--- src/rtl/psfc_cfg.svh ---
/*
  Constants of the power stage fault-clear controller: register offsets,
  field positions, reset values and widths.
  Assumes it is included by its bare name from the package and the design.
*/
`ifndef PSFC_CFG_SVH
`define PSFC_CFG_SVH

`define PSFC_ADDR_W        4
`define PSFC_DATA_W        32
`define PSFC_CNT_W         8

`define PSFC_OFF_CTRL      4'h0
`define PSFC_OFF_PERIOD    4'h4
`define PSFC_OFF_DUTY      4'h8
`define PSFC_OFF_STATUS    4'hC
`define PSFC_OFF_INT_STAT  4'h1
`define PSFC_OFF_INT_MASK  4'h2

`define PSFC_CTRL_SRE_BIT  0
`define PSFC_CTRL_MODE_LSB 1
`define PSFC_CTRL_START    3
`define PSFC_CTRL_STOP     4

`define PSFC_INT_FAULT     0
`define PSFC_INT_CLEARED   1
`define PSFC_INT_W         2

`define PSFC_RST_SRE       1'b1
`define PSFC_RST_MODE      2'h3
`define PSFC_RST_PERIOD    8'h28
`define PSFC_RST_DUTY      8'h0A
`define PSFC_RST_MASK      2'h0

`endif

--- src/rtl/psfc_pkg.sv ---
/*
  Types of the power stage fault-clear controller.
  Assumes psfc_cfg.svh is on the include path.
*/
`include "psfc_cfg.svh"

package psfc_pkg;

  typedef enum logic [1:0] {
    PSFC_MODE_RSVD   = 2'h0,
    PSFC_MODE_HIZ    = 2'h1,
    PSFC_MODE_LOW    = 2'h2,
    PSFC_MODE_SINGLE = 2'h3
  } psfc_mode_e;

  typedef enum logic [1:0] {
    PSFC_ST_IDLE      = 2'h0,
    PSFC_ST_RUN       = 2'h1,
    PSFC_ST_FAULT_HIZ = 2'h2,
    PSFC_ST_FAULT_LOW = 2'h3
  } psfc_state_e;

  typedef logic [`PSFC_CNT_W-1:0] psfc_cnt_t;

endpackage : psfc_pkg

--- src/rtl/psfc_ctrl.sv ---
/*
  Controller driving a synchronous buck power stage: pulse line (three-state),
  sync_rect_enable, and the clearing handshake for fault_flag_out.
  Assumes fault_flag_in_i is synchronous to ref_clk_i and that the clear mode
  programmed in CTRL matches the stage's strap.
*/
// What the document requires
// Stage picks clear protocol from its strap: ground tri-state, rail both-low, open single-pulse.
// Stage outside fault: pulse high gives high side, low gives low side if enabled.
// Tri-state mode: release pulse line after the flag rises; stage clears if fault gone.
// Stage sets fault_flag_out and holds both switches off until cleared.
// Controller treats rising fault_flag_out as interrupt and starts the selected clearing.
// Both-low mode: after the flag, drive sync_rect_enable low and hold pulse low.
// Stage takes pulse and sync_rect_enable both low as clear request.
// Both-low mode: resume on start only if flag cleared, else keep both low.
// Single-pulse mode: controller takes no special action and keeps pulsing.
// Single-pulse mode: stage clears its latch on pulse falling edge after clean pulse.
// Stage latch rises with the fault condition with gate delay only.
// Stage latch falls on qualifying pulse falling edge with gate delay only.
// First complete clean pulse clears the flag for every fault type.
// At power-up the flag clears itself once undervoltage_lockout releases.
// Later undervoltage fault needs one complete clean pulse to clear.
// Near 155 C the stage shuts down, sets the flag, switch node floats.
// After cooling about 30 C the stage resumes following pulse and enable.
// Tri-state detect, fault and temperature trip are separate digital inputs in models.
`timescale 1ns/100ps
`include "psfc_cfg.svh"

module psfc_ctrl
  import psfc_pkg::*;
(
  input  wire logic                    ref_clk_i,      // 25 MHz system clock
  input  wire logic                    reset_n_i,      // async reset, active low
  input  wire logic [`PSFC_ADDR_W-1:0] addr_i,         // register address
  input  wire logic [`PSFC_DATA_W-1:0] wdata_i,        // write data
  input  wire logic                    wr_i,           // write strobe
  input  wire logic                    rd_i,           // read strobe
  output logic      [`PSFC_DATA_W-1:0] rdata_o,        // read data, cycle after rd_i
  output logic                         irq_o,          // level interrupt
  input  wire logic                    fault_flag_in_i, // fault_flag_out of the stage
  output logic                         pulse_o,        // pulse line level
  output logic                         pulse_oe_o,     // pulse line driven when high
  output logic                         sync_rect_enable_o // synchronous rectifier enable
);
  import psfc_pkg::*;

  psfc_state_e             state;
  psfc_state_e             next_state;
  psfc_mode_e              mode;
  logic                    sre_en;
  psfc_cnt_t               period;
  psfc_cnt_t               duty;
  logic [`PSFC_INT_W-1:0]  int_stat;
  logic [`PSFC_INT_W-1:0]  int_mask;
  logic [`PSFC_INT_W-1:0]  next_int_stat;
  logic                    fault_q;
  logic                    fault_rise;
  logic                    fault_fall;
  logic                    start_cmd;
  logic                    stop_cmd;
  logic                    pwm_high;

  function automatic logic hit(input logic [`PSFC_ADDR_W-1:0] a, input logic [`PSFC_ADDR_W-1:0] off);
    hit = (a == off);
  endfunction : hit

  assign fault_rise = fault_flag_in_i && !fault_q;
  assign fault_fall = !fault_flag_in_i && fault_q;
  assign start_cmd  = wr_i && hit(addr_i, `PSFC_OFF_CTRL) && wdata_i[`PSFC_CTRL_START];
  assign stop_cmd   = wr_i && hit(addr_i, `PSFC_OFF_CTRL) && wdata_i[`PSFC_CTRL_STOP];

  always_ff @(posedge ref_clk_i or negedge reset_n_i) begin
    if (!reset_n_i) begin
      fault_q <= 1'b0;
    end else begin
      fault_q <= fault_flag_in_i;
    end
  end

  // configuration registers
  always_ff @(posedge ref_clk_i or negedge reset_n_i) begin
    if (!reset_n_i) begin
      sre_en   <= `PSFC_RST_SRE;
      mode     <= psfc_mode_e'(`PSFC_RST_MODE);
      period   <= `PSFC_RST_PERIOD;
      duty     <= `PSFC_RST_DUTY;
      int_mask <= `PSFC_RST_MASK;
    end else if (wr_i) begin
      if (hit(addr_i, `PSFC_OFF_CTRL)) begin
        sre_en <= wdata_i[`PSFC_CTRL_SRE_BIT];
        mode   <= psfc_mode_e'(wdata_i[`PSFC_CTRL_MODE_LSB +: 2]);
      end
      if (hit(addr_i, `PSFC_OFF_PERIOD)) begin
        period <= wdata_i[`PSFC_CNT_W-1:0];
      end
      if (hit(addr_i, `PSFC_OFF_DUTY)) begin
        duty <= wdata_i[`PSFC_CNT_W-1:0];
      end
      if (hit(addr_i, `PSFC_OFF_INT_MASK)) begin
        int_mask <= wdata_i[`PSFC_INT_W-1:0];
      end
    end
  end

  // handshake sequencer; a fault wins over any command in the same cycle, except stop in single-pulse and reserved modes
  always_comb begin
    next_state = state;
    unique case (state)
      PSFC_ST_IDLE: begin
        if (start_cmd && !fault_flag_in_i) begin
          next_state = PSFC_ST_RUN;
        end
      end
      PSFC_ST_RUN: begin
        if (fault_rise && mode == PSFC_MODE_HIZ) begin
          next_state = PSFC_ST_FAULT_HIZ;
        end else if (fault_rise && mode == PSFC_MODE_LOW) begin
          next_state = PSFC_ST_FAULT_LOW;
        end else if (stop_cmd) begin
          next_state = PSFC_ST_IDLE;
        end
        // single-pulse and reserved modes keep pulsing through a fault  R9
      end
      PSFC_ST_FAULT_HIZ: begin
        if (!fault_flag_in_i) begin
          next_state = PSFC_ST_IDLE;
        end
      end
      PSFC_ST_FAULT_LOW: begin
        if (!fault_flag_in_i) begin
          next_state = PSFC_ST_IDLE;
        end
      end
    endcase
  end

  always_ff @(posedge ref_clk_i or negedge reset_n_i) begin
    if (!reset_n_i) begin
      state <= PSFC_ST_IDLE;
    end else begin
      state <= next_state;
    end
  end

  psfc_pwm_gen u_pwm (
    .ref_clk_i (ref_clk_i),
    .reset_n_i (reset_n_i),
    .enable_i  (state == PSFC_ST_RUN),
    .period_i  (period),
    .duty_i    (duty),
    .high_o    (pwm_high)
  );

  // pin drive per state
  always_ff @(posedge ref_clk_i or negedge reset_n_i) begin
    if (!reset_n_i) begin
      pulse_o            <= 1'b0;
      pulse_oe_o         <= 1'b1;
      sync_rect_enable_o <= 1'b0;
    end else begin
      unique case (state)
        PSFC_ST_RUN: begin
          pulse_o            <= pwm_high;
          pulse_oe_o         <= 1'b1;
          sync_rect_enable_o <= sre_en;
        end
        PSFC_ST_FAULT_HIZ: begin
          pulse_o            <= 1'b0;
          pulse_oe_o         <= 1'b0;
          sync_rect_enable_o <= sre_en;
        end
        PSFC_ST_FAULT_LOW: begin
          pulse_o            <= 1'b0;
          pulse_oe_o         <= 1'b1;
          sync_rect_enable_o <= 1'b0;
        end
        PSFC_ST_IDLE: begin
          pulse_o            <= 1'b0;
          pulse_oe_o         <= 1'b1;
          sync_rect_enable_o <= 1'b0;
        end
      endcase
    end
  end

  // sticky interrupt status, write one to clear, set wins
  always_comb begin
    next_int_stat = int_stat;
    if (wr_i && hit(addr_i, `PSFC_OFF_INT_STAT)) begin
      next_int_stat = int_stat & ~wdata_i[`PSFC_INT_W-1:0];
    end
    if (fault_rise) begin
      next_int_stat[`PSFC_INT_FAULT] = 1'b1;
    end
    if (fault_fall) begin
      next_int_stat[`PSFC_INT_CLEARED] = 1'b1;
    end
  end

  always_ff @(posedge ref_clk_i or negedge reset_n_i) begin
    if (!reset_n_i) begin
      int_stat <= 2'h0;
      irq_o    <= 1'b0;
    end else begin
      int_stat <= next_int_stat;
      irq_o    <= |(next_int_stat & int_mask);
    end
  end

  // read port; data stand only in the cycle after the strobe
  always_ff @(posedge ref_clk_i or negedge reset_n_i) begin
    if (!reset_n_i) begin
      rdata_o <= 32'h0000_0000;
    end else if (rd_i) begin
      unique case (addr_i)
        `PSFC_OFF_CTRL:     rdata_o <= {29'h0, mode, sre_en};
        `PSFC_OFF_PERIOD:   rdata_o <= {24'h0, period};
        `PSFC_OFF_DUTY:     rdata_o <= {24'h0, duty};
        `PSFC_OFF_STATUS:   rdata_o <= {29'h0, state, fault_flag_in_i};
        `PSFC_OFF_INT_STAT: rdata_o <= {30'h0, int_stat};
        `PSFC_OFF_INT_MASK: rdata_o <= {30'h0, int_mask};
        default:            rdata_o <= 32'h0000_0000;
      endcase
    end else begin
      rdata_o <= 32'h0000_0000;
    end
  end

  AST_HIZ_RELEASE: assert property (
    @(posedge ref_clk_i) disable iff (!reset_n_i)
    (state == PSFC_ST_RUN && fault_rise && mode == PSFC_MODE_HIZ) |=> ##1 !pulse_oe_o)
    else $error("pulse line not released after fault in tri-state mode");

  AST_FAULT_IRQ: assert property (
    @(posedge ref_clk_i) disable iff (!reset_n_i)
    (fault_rise && int_mask[`PSFC_INT_FAULT]) |=> (int_stat[`PSFC_INT_FAULT] && irq_o))
    else $error("fault rise did not raise interrupt");

  AST_BOTH_LOW: assert property (
    @(posedge ref_clk_i) disable iff (!reset_n_i)
    (state == PSFC_ST_FAULT_LOW) |=> (!sync_rect_enable_o && !pulse_o && pulse_oe_o))
    else $error("both-low clearing not driven");

  AST_NO_RESTART: assert property (
    @(posedge ref_clk_i) disable iff (!reset_n_i)
    (state != PSFC_ST_RUN && fault_flag_in_i) |=> state != PSFC_ST_RUN)
    else $error("switching resumed while flag set");

  AST_SINGLE_KEEPS: assert property (
    @(posedge ref_clk_i) disable iff (!reset_n_i)
    (state == PSFC_ST_RUN && mode == PSFC_MODE_SINGLE && !stop_cmd) |=> state == PSFC_ST_RUN)
    else $error("single-pulse mode stopped pulsing");

  COV_HIZ_CLEAR: cover property (@(posedge ref_clk_i) disable iff (!reset_n_i)
    state == PSFC_ST_FAULT_HIZ ##1 state == PSFC_ST_IDLE);
  COV_LOW_CLEAR: cover property (@(posedge ref_clk_i) disable iff (!reset_n_i)
    state == PSFC_ST_FAULT_LOW ##1 state == PSFC_ST_IDLE);
  COV_SINGLE_FAULT: cover property (@(posedge ref_clk_i) disable iff (!reset_n_i)
    state == PSFC_ST_RUN && mode == PSFC_MODE_SINGLE && fault_fall);

endmodule : psfc_ctrl

--- src/rtl/psfc_pwm_gen.sv ---
/*
  Pulse-width generator: counts 0..period-1, output high while count < duty.
  Assumes one clock; restarts at count zero whenever enable is low.
*/
`timescale 1ns/100ps

module psfc_pwm_gen
  import psfc_pkg::*;
(
  input  wire logic            ref_clk_i,  // system clock
  input  wire logic            reset_n_i,  // async reset, active low
  input  wire logic            enable_i,   // run the counter
  input  wire psfc_pkg::psfc_cnt_t period_i, // cycles per pulse period
  input  wire psfc_pkg::psfc_cnt_t duty_i,   // high cycles per period
  output logic                 high_o      // registered pulse level
);
  import psfc_pkg::*;

  psfc_cnt_t count;

  always_ff @(posedge ref_clk_i or negedge reset_n_i) begin
    if (!reset_n_i) begin
      count <= 8'h00;
    end else if (!enable_i || (count >= period_i - 8'h01)) begin
      count <= 8'h00;
    end else begin
      count <= count + 8'h01;
    end
  end

  always_ff @(posedge ref_clk_i or negedge reset_n_i) begin
    if (!reset_n_i) begin
      high_o <= 1'b0;
    end else begin
      high_o <= enable_i && (count < duty_i);
    end
  end

endmodule : psfc_pwm_gen

--- config.mk ---
export PLATFORM = sky130hd
export DESIGN_NAME = psfc_ctrl
export DESIGN_NICKNAME = d
export VERILOG_FILES = /design/src/rtl/psfc_pkg.sv /design/src/rtl/psfc_ctrl.sv /design/src/rtl/psfc_pwm_gen.sv
export VERILOG_INCLUDE_DIRS = /design/src /design/src/rtl
export SDC_FILE = /design/constraint.sdc
export NUM_CORES = 1
export LEC_CHECK = 0
export ABC_AREA = 1
export BUFFER_PORTS_ARGS = -buffer_cell sky130_fd_sc_hd__buf_2
export CAP_MARGIN = 15
export CORE_MARGIN = 3
export CORE_UTILIZATION = 53
export CTS_CLUSTER_SIZE = 14
export DETAILED_ROUTE_END_ITERATION = 6
export GPL_ROUTABILITY_DRIVEN = 0
export PLACE_DENSITY = 0.8
export RECOVER_POWER = 100
export SLEW_MARGIN = 5
export SYNTH_ARGS = -nofsm -noshare
export SYNTH_HDL_FRONTEND = slang
export SYNTH_SLANG_ARGS = --single-unit
--- constraint.sdc ---
create_clock -name ref_clk_i -period 2.6 [get_ports ref_clk_i]
set_input_delay 0.26 -clock ref_clk_i [delete_from_list [all_inputs] [get_ports ref_clk_i]]
set_output_delay 0.26 -clock ref_clk_i [all_outputs]
set_load 0.01 [all_outputs]
* Yosys cells after proc, flatten, opt, wreduce, memory -nomap -nowiden
Index checks and enable logic that the tools add are counted.
** Cells by class
- Shift operators :: 0
- $mul :: 0
- Add/subtract/negate cells :: 2
- Bitwise logic cells :: 3
- Order comparisons :: 2
- Div/mod/pow operators :: 0
- Muxes and demuxes :: 15
- Eq/ne operators :: 13
- Reductions and logical operators :: 27
** Operators with widths (number)
- $pmux W8 S6 :: 1
- $mux W32 :: 1
- $mux W2 :: 6
- $logic_and A1 B1 Y1 :: 10
- $add A8 B1 Y8 const B :: 1
- $eq A4 B4 Y1 const B :: 2
- $ge A8 B8 Y1 :: 1
- $lt A8 B8 Y1 :: 1
- $mux W8 :: 1
- $reduce_and A2 Y1 :: 4
- $reduce_or A2 Y1 :: 4
- $sub A8 B1 Y8 const B :: 1
- $eq A2 B2 Y1 const B :: 3
- $pmux W1 S2 :: 3
- $pmux W2 S3 :: 1
- $reduce_or A3 Y1 :: 2
- $and A2 B2 Y2 :: 2
- $eq A2 B1 Y1 const B :: 2
- $eq A4 B1 Y1 const B :: 1
- $eq A4 B2 Y1 const B :: 1
- $eq A4 B3 Y1 const B :: 1
- $logic_not A4 Y1 :: 1
- $ne A2 B2 Y1 const B :: 2
- $ne A4 B4 Y1 const B :: 1
- 6 further kinds :: 9
** Word-level totals
- Register bits after elaboration :: 71
- Latch bits :: 0
- Bits in read-only memories :: 0
- Bits of input ports :: 41
- Output and inout bits :: 36
- Logic and storage cells :: 77
- Bits in writable memories :: 0
- Memories kept :: 0

* Depth between registers and ports, before layout
- Depth after elaboration :: 7
- Gate-level depth with buffers :: 12
- Mapped depth without buffers :: 12

* Cells and area by module
From an unflattened synthesis, not the netlist that was laid out.
** Second synthesis, totals
- Cell total of the unflattened synthesis :: 355
- Area total of the unflattened synthesis :: 2901.5 um^2
** Modules (own cells, without submodules)
- psfc_ctrl :: seq. area each 960.9 um^2, area an instance 1999.4 um^2, cells an instance 234, instances 1
- psfc_pwm_gen :: seq. area each 225.2 um^2, area an instance 902.1 um^2, cells an instance 121, instances 1

* Worst setup path after synthesis
Ideal clock, no wire load.
- Path type :: reg2reg
- Start point :: reg period[0]
- End point :: reg u_pwm.count[0]
- Stages on the path, launching flop included :: 13
- Period minus slack after synthesis :: 1941 ps
- Path buffers :: 0
- Slack :: 659 ps
- Arrival :: 1863 ps
- Library setup time :: 78 ps
- Data required time :: 2522 ps
- Path through :: dfrtp_1 inv_1 ha_1 nand2_1 nor3_1 xor2_1 inv_1 ha_1 nand2_1 a21oi_1 nor2_1 nand4_1 nor2_1
** On the way
- Word-level cells in the longest chain between the ends :: 4
** Ends and longest elaborated chain
- from (decl) :: line psfc_ctrl.sv:51 : psfc_cnt_t period;
- from (signal assigned) :: line psfc_ctrl.sv:85 : period <= `PSFC_RST_PERIOD;
- from (signal assigned) :: line psfc_ctrl.sv:94 : period <= wdata_i[`PSFC_CNT_W-1:0];
- $sub A8 B1 Y8 :: line psfc_pwm_gen.sv:24 : end else if (!enable_i || (count >= period_i - 8'h01)) begin
- $ge A8 B8 Y1 :: line psfc_pwm_gen.sv:24
- $logic_or A1 B1 Y1 :: line psfc_pwm_gen.sv:24
- $mux W8 :: line psfc_pwm_gen.sv:24
- to (signal assigned) :: line psfc_pwm_gen.sv:27 : count <= count + 8'h01;
- to (decl) :: line psfc_pwm_gen.sv:19 : psfc_cnt_t count;
No other way between the ends.
A chain may end at the register's enable or synchronous reset.

* Worst setup path after layout
- Start point :: reg period[0]
- End point :: reg u_pwm.count[6]
Same word-level chain as after synthesis.

==> results.sh <==
export IMPL_status="completed"
export IMPL_met1_length_um=2552
export IMPL_ys_ff_latch=47
export IMPL_finalSetupViolCount=0
export IMPL_dr_total_vias=2190
export IMPL_end_kind="register"
export IMPL_layout_setup_ws_ns=0.3518
export IMPL_dieHeight_um=79.86
export IMPL_drtIter0Drc=149
export IMPL_final_max_slew_viol_count=0
export IMPL_grt_max_degree=48
export IMPL_grt_use_total_pct=18.41
export IMPL_tns_ns=0
export IMPL_holdCritPathClass="in2reg"
export IMPL_io_pins=77
export IMPL_synth_edff_count=0
export IMPL_antenna_found_initial=0
export IMPL_drcViolationCount=0
export IMPL_r2r_start="period[0]"
export IMPL_power_net_switching_mw=0.7966
export IMPL_rsz0062_at_grt="false"
export IMPL_cp_arrival_ns=2.44
export IMPL_drtPass1Iterations=6
export IMPL_wl_met2_um=2468
export IMPL_fp_dieArea_mm2=0.006378
export IMPL_worstSkewPairLatency_ns=0.31
export IMPL_dr_wl_met3_um=270
export IMPL_crit_type="reg2reg"
export IMPL_avgViaCountPerCell=4.878
export IMPL_cts_tree="done"
export IMPL_synth_top_flop_cell="dfrtp_1"
export IMPL_tightest_slew_ns=1.024
export IMPL_fmax_mhz=444.8
export IMPL_coreArea_mm2=0.005205
export IMPL_fin_skew_ns=0.01174
export IMPL_syn_to_final_growth_pct=3.375
export IMPL_ctsResizeCount=0
export IMPL_highest_layer="met4"
export IMPL_numCtsBuffers=5
export IMPL_synthCells=345
export IMPL_drv_cap=0
export IMPL_cp_required_ns=2.79
export IMPL_portBuffers=28
export IMPL_ys_warn_count=0
export IMPL_power_density_mw_per_mm2=709.8
export IMPL_clock_sinks=47
export IMPL_pwr_share_clk_pct=21.4
export IMPL_fin_area_mm2=0.002989
export IMPL_drive_gt1_share_pct=10.03
export IMPL_finalCritPeriodShare_pct=86.47
export IMPL_start_util_pct=55.55
export IMPL_avgSynthCellArea_um2=8.381
export IMPL_netlist_area_mm2=0.002892
export IMPL_holdCritStartpoint="fault_flag_in_i"
export IMPL_die_w_um=79.86
export IMPL_min_period_ns=2.248
export IMPL_row_count=26
export IMPL_hold_viol=0
export IMPL_dp_slack_ns=0.3388
export IMPL_swShare_pct=37.54
export IMPL_dp_hpwl_um=4067
export IMPL_mostFrequentLayoutCells="nand2_1 (79), inv_1 (51), dfrtp_1 (39), nor2_1 (29), o21ai_0 (27)"
export IMPL_async_reset_ff_share_pct=100.0
export IMPL_grt_overflow=0
export IMPL_yosys_cell_types_count=29
export IMPL_clockRootBuffer="clkbuf_8"
export IMPL_htreeDepth=2
export IMPL_pwr_share_seq_pct=47.3
export IMPL_leakage_nw=1.546
export IMPL_placed_cell_area_mm2=0.003003
export IMPL_seq_area_frac_synth_pct=41.02
export IMPL_intPower_mw=1.325
export IMPL_insertedDiodeCount=0
export IMPL_crit_path_start_kind="register"
export IMPL_critPathMaxFanout=8
export IMPL_maxSlewHeadroom_pct=31.75
export IMPL_clockBufferDepth=2
export IMPL_wl_um=5371
export IMPL_final_common_cell="nand2_1"
export IMPL_fin_nets=442
export IMPL_ant_nets=0
export IMPL_grt_first_pass_wirelength_um=9094
export IMPL_startpoint="period[0]"
export IMPL_peakVddDrop_mv=0.3179
export IMPL_wl_per_cell_um=11.96
export IMPL_clk_pin_slew_worst_paths_ns=0.10
export IMPL_grt_pass1_vias=1982
export IMPL_p_comb_share_pct=31.3
worst paths after layout:
| check | end | slack (ns) | depth (start not counted) |
|---|---|---|---|
| setup / recovery | u_pwm.count[6] | 0.35 | 13 |
| min in group asynchronous | u_pwm.count[6] | 0.12 | 1 |
| setup reg to reg | u_pwm.count[6] | 0.35 | 13 |
| hold / removal | fault_q | 0.11 | 1 |
| max in group asynchronous | rdata_o[6] | 1.84 | 1 |
| hold reg to reg | pulse_o | 0.45 | 2 |
repair_timing:
item | CTS | global route
hold buffers | 0 | 0
hold endpoints to repair | 0 | 0
setup buffers | 0 | 1
endpoints found under the setup margin | 0 | 3
flip-flops by register name, indices dropped and copies added, names as in the netlist:
| register | flops |
|---|---|
| u_pwm.count | 8 |
| int_mask | 2 |
| u_pwm.high_o | 1 |
| rdata_o | 8 |
| state | 2 |
| sre_en | 1 |
| irq_o | 1 |
| fault_q | 1 |
| pulse_o | 1 |
| period | 8 |
| sync_rect_enable_o | 1 |
| int_stat | 2 |
| duty | 8 |
| mode | 2 |
| pulse_oe_o | 1 |
final cells by class:
cell class                      count  area, um2
Fill cell                         494       2216
Multi-Input combinational cell    243       1301
Sequential cell                    47       1186
Inverter                           52      196.4
Timing Repair Buffer               29      126.4
Tap cell                           70      87.58
Clock buffer                        5      68.82
Clock inverter                      3      22.52
power groups by stage:
stage	combinational [mW]	clock [mW]	sequential (mW)
final	0.664	0.455	1.00
after global routing	0.788	0.511	1.02
after CTS	0.709	0.473	1.00
after detailed placement	0.704	0	1.01
after global placement	0.678	0	1.01
after floorplan	0.546	0	0.992
cells by family after synthesis:
kind of cell / Yosys count / synth area share, %
fa+ha+maj: 23 / 9.953
simple gates: 138 / 21.16
flops: 47 / 41.02
compound gates: 47 / 10.60
other cells: 1 / 0.1297
buf+inv: 78 / 13.80
xor+xnor: 11 / 3.332
cell usage after synthesis, types with 5 or more instances:
cell     count  area [um2]
inv_1       50       187.7
dfstp_2      8       210.2
nor2_1      26       97.59
o21ai_0     14       70.07
buf_4       24       180.2
nand2_1     75       281.5
nand3_1     15       75.07
o21ai_2     16       140.1
a21oi_1     12       60.06
xnor2_1      5       43.79
dfrtp_1     39       975.9
xor2_1       6       52.55
ha_1        23       287.8
nand2_2      5       31.28
nand4_1      7       43.79
metal layers:
layer	up-vias	track usage (%)
met5	-	0
met3	8	3.499
met2	72	29.63
li1	1106	-
met1	1004	24.39
met4	0	7.432
worst max-delay path, stage by stage, from the launching register on:
cell and delay, ns:
dfrtp_1 0.39, inv_1 0.16, ha_1 0.23, nand2_1 0.10
nor3_1 0.17, xor2_1 0.17, inv_1 0.06, ha_1 0.26
nand2_1 0.05, nor2_1 0.13, nand2_1 0.07, nand4_1 0.08
clkbuf_2 0.20, nor2_1 0.06
through the flow:
step | total power, mW | util [%] | hold slack, ns | std cells
final | 2.122 | 57.43 | 0.1069 | 449
after global routing | 2.319 | 57.43 | 0.1095 | 449
after CTS | 2.183 | 59.45 | 0.08071 | 448
after detailed placement | 1.719 | 57.69 | 0.4148 | 440
after global placement | 1.690 | 57.69 | 0.4129 | 440
after floorplan | 1.538 | - | -0.03559 | 368
Note: power is estimated with default switching activity, not from simulation.
